[src/shared/dafe_map.svh]
// Field layouts, codes and register offsets of the diagnosis alarm encoder
// Contract
// - The message carries a 4-byte submodule identifier field naming the submodule in use.
// - Bits 0 to 10 of the 2-byte alarm specifier hold a sequence counter that advances by one per new message.
// - Alarm specifier bit 11 is 1 while a channel-related diagnosis is pending and 0 otherwise.
// - Alarm specifier bit 12 is 1 while a manufacturer-specific diagnosis is pending and 0 otherwise.
// - Alarm specifier bit 13 is 1 when a further diagnosis of the submodule is present and 0 otherwise.
// - Alarm specifier bit 15 is 1 when a further diagnosis of the module is present, and bit 14 is reserved.
// - The 2-byte user structure identifier is 0x8000 for channel-related diagnosis.
// - In standard I/O, supply undervoltages and missing actuator supply use channel number 8000.
// - In standard I/O, sensor and actuator short circuits use channel number 0n with n the port.
// - In point-to-point port mode, line break, port shorts and wrong device configuration use channel 0.
// - Diagnostics raised by an attached point-to-point device use channel 1.
// - Channel properties type is 0x00 for channel 0x8000 or no type, 0x01 for 1 bit, 0x02 for 2 bit.
`ifndef DAFE_MAP_SVH
`define DAFE_MAP_SVH
`define DAFE_SEQ_W 11
`define DAFE_BIT_CHAN 11
`define DAFE_BIT_MANUF 12
`define DAFE_BIT_SUBMOD 13
`define DAFE_BIT_RSVD 14
`define DAFE_BIT_MODULE 15
`define DAFE_USER_STRUCT_CHAN 16'h8000
`define DAFE_CHAN_SUPPLY 16'h8000
`define DAFE_CHAN_PORT_ITSELF 16'h0000
`define DAFE_CHAN_DEVICE 16'h0001
`define DAFE_TYPE_NONE 8'h00
`define DAFE_TYPE_1BIT 8'h01
`define DAFE_TYPE_2BIT 8'h02
`define DAFE_SUBMOD_ID_RST 32'h0000_0A5A
`define DAFE_REG_CTRL 6'h00
`define DAFE_REG_SUBMOD 6'h04
`define DAFE_REG_EVENT 6'h08
`define DAFE_REG_SPEC 6'h0C
`define DAFE_REG_FIELDS 6'h10
`define DAFE_REG_PROPS 6'h14
`endif

[src/shared/dafe_pkg.sv]
// Types shared by the diagnosis alarm encoder
package dafe_pkg;
    typedef enum logic [2:0] {
        DAFE_EV_US_UNDER,
        DAFE_EV_UA_UNDER,
        DAFE_EV_UA_MISSING,
        DAFE_EV_SHORT,
        DAFE_EV_LINE_BREAK,
        DAFE_EV_BAD_CONFIG,
        DAFE_EV_DEVICE
    } dafe_event_e;

    typedef struct packed {
        logic [31:0] submodule_id;
        logic [15:0] alarm_spec;
        logic [15:0] user_struct_id;
        logic [15:0] channel_number;
        logic [15:0] channel_props;
    } dafe_fields_s;

    typedef struct packed {
        logic [5:0] address;
        logic read;
        logic write;
        logic [31:0] writedata;
    } dafe_avl_req_s;

    typedef struct packed {
        logic [31:0] readdata;
        logic waitrequest;
    } dafe_avl_rsp_s;

    typedef struct packed {
        logic [10:0] seq;
        logic chan_pend;
        logic manuf_pend;
        logic submod_more;
        logic module_more;
        logic port_is_p2p;
        logic [3:0] port;
        dafe_event_e event_kind;
        logic [1:0] width_sel;
        logic [31:0] submod_id;
        dafe_fields_s fields;
        logic fields_valid;
        logic ack;
        logic [31:0] rdata;
    } dafe_state_s;
endpackage : dafe_pkg

[src/logic/dafe_encoder.sv]
// Diagnosis alarm field encoder with an Avalon-MM register slave
`timescale 1ns/100ps
`include "dafe_map.svh"
module dafe_encoder (
    input wire logic clk,
    input wire logic arst_n,
    input wire dafe_pkg::dafe_avl_req_s avl_req,
    output dafe_pkg::dafe_avl_rsp_s avl_rsp,
    output dafe_pkg::dafe_fields_s fields,
    output logic fields_valid
);
    import dafe_pkg::*;

    dafe_state_s s_q;
    dafe_state_s s_d;
    logic [15:0] chan_num;
    logic [7:0] prop_type;

    // Channel number chosen from the configured port mode and event kind
    always_comb begin
        chan_num = `DAFE_CHAN_SUPPLY;
        case (s_q.event_kind)
            DAFE_EV_US_UNDER, DAFE_EV_UA_UNDER,
            DAFE_EV_UA_MISSING: chan_num = `DAFE_CHAN_SUPPLY;
            DAFE_EV_SHORT: begin
                if (s_q.port_is_p2p) begin
                    chan_num = `DAFE_CHAN_PORT_ITSELF;
                end else begin
                    chan_num = {12'h000, s_q.port};
                end
            end
            DAFE_EV_LINE_BREAK,
            DAFE_EV_BAD_CONFIG: chan_num = `DAFE_CHAN_PORT_ITSELF;
            DAFE_EV_DEVICE: chan_num = `DAFE_CHAN_DEVICE;
            default: chan_num = `DAFE_CHAN_SUPPLY;
        endcase
    end

    // Supply channel forces a type of none, whatever width was asked
    always_comb begin
        prop_type = `DAFE_TYPE_NONE;
        if (chan_num != `DAFE_CHAN_SUPPLY) begin
            case (s_q.width_sel)
                2'h1: prop_type = `DAFE_TYPE_1BIT;
                2'h2: prop_type = `DAFE_TYPE_2BIT;
                default: prop_type = `DAFE_TYPE_NONE;
            endcase
        end
    end

    always_comb begin
        s_d = s_q;
        s_d.ack = 1'b0;
        s_d.fields_valid = 1'b0;
        if ((avl_req.read || avl_req.write) && !s_q.ack) begin
            // One wait state per access keeps read data registered
            s_d.ack = 1'b1;
            s_d.rdata = 32'h0000_0000;
        end
        // Writes land only at the edge where waitrequest is seen low
        if (avl_req.write && s_q.ack) begin
                case (avl_req.address)
                    `DAFE_REG_CTRL: begin
                        s_d.chan_pend = avl_req.writedata[0];
                        s_d.manuf_pend = avl_req.writedata[1];
                        s_d.submod_more = avl_req.writedata[2];
                        s_d.module_more = avl_req.writedata[3];
                        s_d.port_is_p2p = avl_req.writedata[4];
                        s_d.width_sel = avl_req.writedata[9:8];
                    end
                    `DAFE_REG_SUBMOD: s_d.submod_id = avl_req.writedata;
                    `DAFE_REG_EVENT: begin
                        s_d.port = avl_req.writedata[3:0];
                        s_d.event_kind = dafe_event_e'(avl_req.writedata[6:4]);
                        s_d.fields_valid = 1'b1;
                    end
                    default: s_d.rdata = s_q.rdata;
                endcase
        end
        if (avl_req.read && !avl_req.write && !s_q.ack) begin
                case (avl_req.address)
                    `DAFE_REG_CTRL: s_d.rdata = {22'h000000, s_q.width_sel,
                        3'h0, s_q.port_is_p2p, s_q.module_more,
                        s_q.submod_more, s_q.manuf_pend, s_q.chan_pend};
                    `DAFE_REG_SUBMOD: s_d.rdata = s_q.submod_id;
                    `DAFE_REG_EVENT: s_d.rdata = {25'h0000000,
                        s_q.event_kind, s_q.port};
                    `DAFE_REG_SPEC: s_d.rdata = {16'h0000,
                        s_q.fields.alarm_spec};
                    `DAFE_REG_FIELDS: s_d.rdata = {s_q.fields.user_struct_id,
                        s_q.fields.channel_number};
                    `DAFE_REG_PROPS: s_d.rdata = {16'h0000,
                        s_q.fields.channel_props};
                    default: s_d.rdata = 32'h0000_0000;
                endcase
        end
        // Event write launches one message; latched fields then stay stable
        if (s_q.fields_valid) begin
            s_d.seq = s_q.seq + 11'h001;
        end
        if (s_d.fields_valid) begin
            s_d.fields.submodule_id = s_q.submod_id;
            s_d.fields.alarm_spec[`DAFE_SEQ_W-1:0] = s_q.seq;
            s_d.fields.alarm_spec[`DAFE_BIT_CHAN] = s_q.chan_pend;
            s_d.fields.alarm_spec[`DAFE_BIT_MANUF] = s_q.manuf_pend;
            s_d.fields.alarm_spec[`DAFE_BIT_SUBMOD] = s_q.submod_more;
            s_d.fields.alarm_spec[`DAFE_BIT_RSVD] = 1'b0;
            s_d.fields.alarm_spec[`DAFE_BIT_MODULE] = s_q.module_more;
            s_d.fields.user_struct_id = `DAFE_USER_STRUCT_CHAN;
        end
        if (s_q.fields_valid) begin
            // Port and event fields have settled one cycle after the write
            s_d.fields.channel_number = chan_num;
            s_d.fields.channel_props = {8'h00, prop_type};
        end
    end

    always_ff @(posedge clk or negedge arst_n) begin
        if (!arst_n) begin
            s_q <= '0;
            s_q.submod_id <= `DAFE_SUBMOD_ID_RST;
            s_q.event_kind <= DAFE_EV_US_UNDER;
        end else begin
            s_q <= s_d;
        end
    end

    assign avl_rsp.waitrequest = (avl_req.read || avl_req.write) && !s_q.ack;
    assign avl_rsp.readdata = s_q.rdata;
    assign fields = s_q.fields;
    // Strobe one cycle after field latch so channel fields are complete
    logic fv_q;
    always_ff @(posedge clk or negedge arst_n) begin
        if (!arst_n) begin
            fv_q <= 1'b0;
        end else begin
            fv_q <= s_q.fields_valid;
        end
    end
    assign fields_valid = fv_q;
endmodule : dafe_encoder

[config.mk]
export PLATFORM = sky130hd
export DESIGN_NAME = dafe_encoder
export DESIGN_NICKNAME = d
export VERILOG_FILES = /design/src/shared/dafe_pkg.sv /design/src/logic/dafe_encoder.sv
export VERILOG_INCLUDE_DIRS = /design/src /design/src/shared
export SDC_FILE = /design/constraint.sdc
export NUM_CORES = 1
export LEC_CHECK = 0
export ABC_CLOCK_PERIOD_IN_PS = 2800
export BUFFER_PORTS_ARGS = -buffer_cell sky130_fd_sc_hd__buf_2
export CAP_MARGIN = 25
export CORE_ASPECT_RATIO = 1.1
export CORE_MARGIN = 2
export CORE_UTILIZATION = 50
export CTS_CLUSTER_DIAMETER = 120
export DETAILED_ROUTE_END_ITERATION = 12
export MAX_ROUTING_LAYER = met4
export PLACE_DENSITY = 0.79
export SYNTH_ARGS = -nofsm -noshare
export SYNTH_HDL_FRONTEND = slang
export SYNTH_SLANG_ARGS = --single-unit
[constraint.sdc]
create_clock -name clk -period 2.8 [get_ports clk]
set_input_delay 0.42 -clock clk [delete_from_list [all_inputs] [get_ports clk]]
set_output_delay 0.42 -clock clk [all_outputs]
set_load 0.03 [all_outputs]
-- Word-level counts from Yosys, hierarchy flattened
Cells that the tools add are included.
- add/sub/neg operators: 1
- equal/unequal tests: 13
- multiplexer cells: 11
- reductions and logical operators: 13
- operators by type and width (kind ; count):
    $pmux 32 s6 ; 1
    $mux 32 ; 3
    $pmux 16 s3 ; 1
    $mux 33 ; 1
    $ne 16x16->1 const B ; 1
    $eq 6x4->1 const B ; 2
    $eq 6x5->1 const B ; 2
    $add 11x1->11 const B ; 1
    $eq 3x3->1 const B ; 3
    $eq 6x3->1 const B ; 1
    $logic_not 6->1 ; 1
    $reduce_and 2->1 ; 3
    $logic_and 1x1->1 ; 4
    $mux 4 ; 1
    $pmux 2 s2 ; 1
    $eq 3x2->1 const B ; 1
    $ne 3x2->1 const B ; 1
    $reduce_or 3->1 ; 1
    $eq 2x1->1 const B ; 1
    $eq 2x2->1 const B ; 1
    $logic_not 1->1 ; 2
    $mux 1 ; 2
    $mux 2 ; 1
    $reduce_or 2->1 ; 1
    $logic_or 1x1->1 ; 1
- flip-flop bits (word level): 164
- bits of input ports: 42
- output and inout bits: 130
- logic and storage cells: 57

-- Logic depth before layout (Yosys ltp)
- depth in word-level cells: 6
- gate-level depth with buffers: 6
- gate-level depth less buffers: 5

-- Least setup slack after synthesis
OpenSTA, ideal clock, no wires.
- path kind: in2reg
- from: in avl_req[35] (netlist bit)
- to: reg s_q, in the netlist fields[55]
- library setup time: 0.125 ns
- arrival: 1.843 ns
- data required time: 2.675 ns
- path slack: 0.833 ns
- stages on the path: 6
- buffers on the path: 2
- cells stage by stage: nor4_4 nand2b_1 nor3_1 buf_2 buf_4 mux2_2
- word-level cells in the longest chain between the ends: 3
- ends and longest elaborated chain (what ; RTL line ; RTL):
    start, declared ; dafe_encoder.sv:7 ; input wire dafe_pkg::dafe_avl_req_s avl_req,
    $eq 6x4->1 ; dafe_encoder.sv:62 ; case (avl_req.address)
    $mux 1 ; dafe_encoder.sv:62 ;
    $mux 1 ; dafe_encoder.sv:61 ; if (avl_req.write && s_q.ack) begin
    end, declared ; dafe_encoder.sv:14 ; dafe_state_s s_q;
Every way passes these cells.
A chain may end at the register's enable or synchronous reset.

-- Worst setup path in the final report
- from: in avl_req[35] (netlist bit)
- to: reg s_q[152] (netlist bit)
- word-level cells in the longest chain between the ends: 2
- ends and longest elaborated chain (what ; RTL line):
    $eq 6x3->1 ; dafe_encoder.sv:62
    $reduce_and 2->1 (no source line) ; n/a
Every way passes these cells.

==> results.md <==
* Status: complete, no violations
* Cell accounting for the most synthesized area: dfrtp_1
* Post-synthesis cell type count at between 40 and 50
* Gr ovfl total at 0
* Pre-CTS WS at 0.3842 ns
* Synth Flop Type: dfrtp_1
* Tcrit/Tclk final at 72.11%
* Number of synthesized flops with an enable pin at 0
* Post-route DRC at 0
* DRT iter0 DRCs at 276
* CP Cell Sequence: buf_2 > nor4_4 > nand2_1 > or3_2 > buf_4 > mux2_4
* Final Wtd Congestion at 0.8509
* Post-route ant nets at 0
* Cells resized by post-CTS repair at 0
* Initial core utilization at 50.85%
* Area share of the largest cell type after synthesis at between 50% and 60%
* Core area at 13740 um^2
* Share of cells above drive strength 1 at 46.49%
* Num Clock Sinks at 147
* Die ar. at around 15000 um^2
* Worst setup margin at roughly 0.78 ns
* Min-delay worst type: in -> async
* Synth warn at 0
* Vias in the first global route at 4083
* Row cnt at 45
* Crit start category: input pin
* Dpl cell area at 7067 um^2
* Setup repair bufs after CTS at 0
* Final Hold Fails at 0
* CP Buf/Inv Count at 2
* Post-synthesis average cell area at ~13 um^2
* Max VDD drop at 0.0003245 V
* Design Area, Final at 7632 um^2
* Post-CTS Hold Buffers at 0
* Initial antenna violation count at 0
* WP data required at 3.09 ns
* Htree depth at 4
* Skew-Pair Late Insertion Delay at 0.41 ns
* Final TNS setup at 0 ns
* Number of max-cap violations at 0
* Clock root buffer master: clkbuf_16
* Crit path arrival time at between 2 and 2.5 ns
* Setup-failing EPs final at 0
* Largest delay share family, worst path: simple AND/OR/NAND/NOR gates
* Clock transition at the registers of the reported paths at 0.06 ns
* Sequential Power Share at 47.2%
* First-pass GRT wire length at 21850 um
* Asr flop ratio synth at between 90% and 100%
* TritonCTS Buffers at 17
* WL final at 14020 um
* Clk buf depth at 2
* RSZ-0062 raised after global routing: no
* Antenna cell count at 0
* Clock power frac at 44.9%
* Crit-path slowest cell: or3_2
* Tmin final at 2.019 ns
* Power Total at roughly 4.8 mW
* Worst-margin pin slew at 0.7498 ns
* Largest net degree at the start of global routing at 83
* FMAX at 0.4952 GHz
* IO Port Bufs at between 100 and 150
* Post-DP HPWL at 9939 um
* Largest cells by area after synthesis: dfrtp_1 51%, buf_4 14%, mux2_2 11%
* All-Layer GR Usage at 20.16%
* Vias/cell at 5.151
* Number of synthesized register bits at 147
* CTS tree: built
* CP Capture Type: register
* Post-Syn Area at 6985 um^2
* Syn-to-layout area delta at 9.260%
* Vias at 4049
* Internal power at roughly 3.7 mW
* Leakage at around 4 nW
* Worst Clk Skew at 0.01072 ns
* Sw Ratio at 23.76%
* Sequential fraction of the synthesis area at 52.77%
* I/O Pins at approximately 170
* Max-slew violations at 0
* Min Hold Slack at ~0.044 ns
* Gate power share at 7.8%
* Drt first pass iters at 4
* Slowest stage delay, CP at 0.44 ns
* Die height at 128.0 um
* NetSw at between 1 and 1.5 mW
* Worst slew margin at 50.01%
* Fin nets at between 600 and 700
* Critical path class: in -> reg
* Post-Synthesis Cells at 533
* DR WL/cell at 17.84 um
* Chip width at 116.7 um
* PwrDens at 630.8 nW/um^2
* CP max FO at 32
## kinds of logic (layout without fill, tap and decap cells)
family | Yosys count | count (layout) | synth area share (%)
buf+inv | 154 | 179 | 15.82
flops | 147 | 147 | 52.77
other cells | 1 | 41 | 0.05368
simple gates | 49 | 49 | 3.869
fa+ha+maj | 1 | 1 | 0.1791
xor+xnor | 11 | 11 | 1.379
compound gates | 58 | 58 | 6.555
mux | 112 | 112 | 19.38
## cell usage in the layout (no fill, tap or decap), types with 3 or more instances in the layout
cell type   instances
buf_4              10
dfstp_2             6
inv_1               5
clkbuf_16          17
xor2_1              3
clkbuf_1            4
o2bb2ai_1           4
mux2i_1            16
a221o_1             3
conb_1             41
nand2_1            16
nand2b_1            4
nor2_1              4
dfrtp_1           141
o21ai_0             9
buf_2             129
mux2_4             30
clkinvlp_4          3
xnor2_1             8
mux2_2             66
a22oi_1             6
a22o_1             22
clkinv_2            4
nand3_1             7
## synth_stat cells, drive strengths merged, types with 3 or more instances
master   number
mux2i        16
dfrtp       141
nand2        16
o21ai         9
buf         141
nand2b        4
nor3          4
a22oi         6
clkbuf        8
a22o         22
xnor2         8
a221o         3
or3           3
mux2         96
inv           5
o2bb2ai       4
nor2          4
dfstp         6
nand3         7
xor2          3
## state kept, by name (all words and copies together) (netlist names)
signal        flops
avl_rsp          32
s_q              59
fields           55
fields_valid      1
## stage by stage
stage	utilization (%)	std cells
global placement	51.44	754
finish	55.56	786
global route	55.56	786
CTS	55.56	786
detailed placement	51.44	754
floorplan	-	573
## final cells by class
cell class              count  area (um^2)
clock buffers              22        454.2
clock inverters            10        111.4
fillers                  1140         6106
inverters                   5        18.77
multi-input cells         272         2355
flip-flops and latches    147         3686
well taps                 188        235.2
repair buffers            142        772.0
## power groups by stage
stage               clock [mW]  sequential (mW)  combinational, mW
floorplan                    0             2.28              0.316
global placement             0             2.30              0.368
detailed placement           0             2.31              0.380
CTS                       2.22             2.27              0.382
global route              2.32             2.28              0.412
finish                    2.16             2.27              0.377
## worst paths after layout
kind                             startpoint         end  slack (ns)  cells past startpoint
worst max-delay path            avl_req[35]    s_q[152]        0.78                      6
worst max register to register      s_q[32]    s_q[152]        0.96                      4
worst min register to register     s_q[186]    s_q[186]        0.47                      1
worst min-delay path                 arst_n  fields[64]        0.04                      1
min in group clk                avl_req[13]    s_q[143]        0.24                      2
max in group asynchronous            arst_n    s_q[141]        1.96                      2
## routing by layer
metal  share of wire (%)  vias up  global-route usage, %
met5                   0        -                      -
li1                    -     1795                      -
met4                 1.7        0                  6.644
met3                 6.1       20                  4.870
met2                  51      178                  32.64
met1                  41     2056                  24.91
Power figures use the tool's default switching activity.
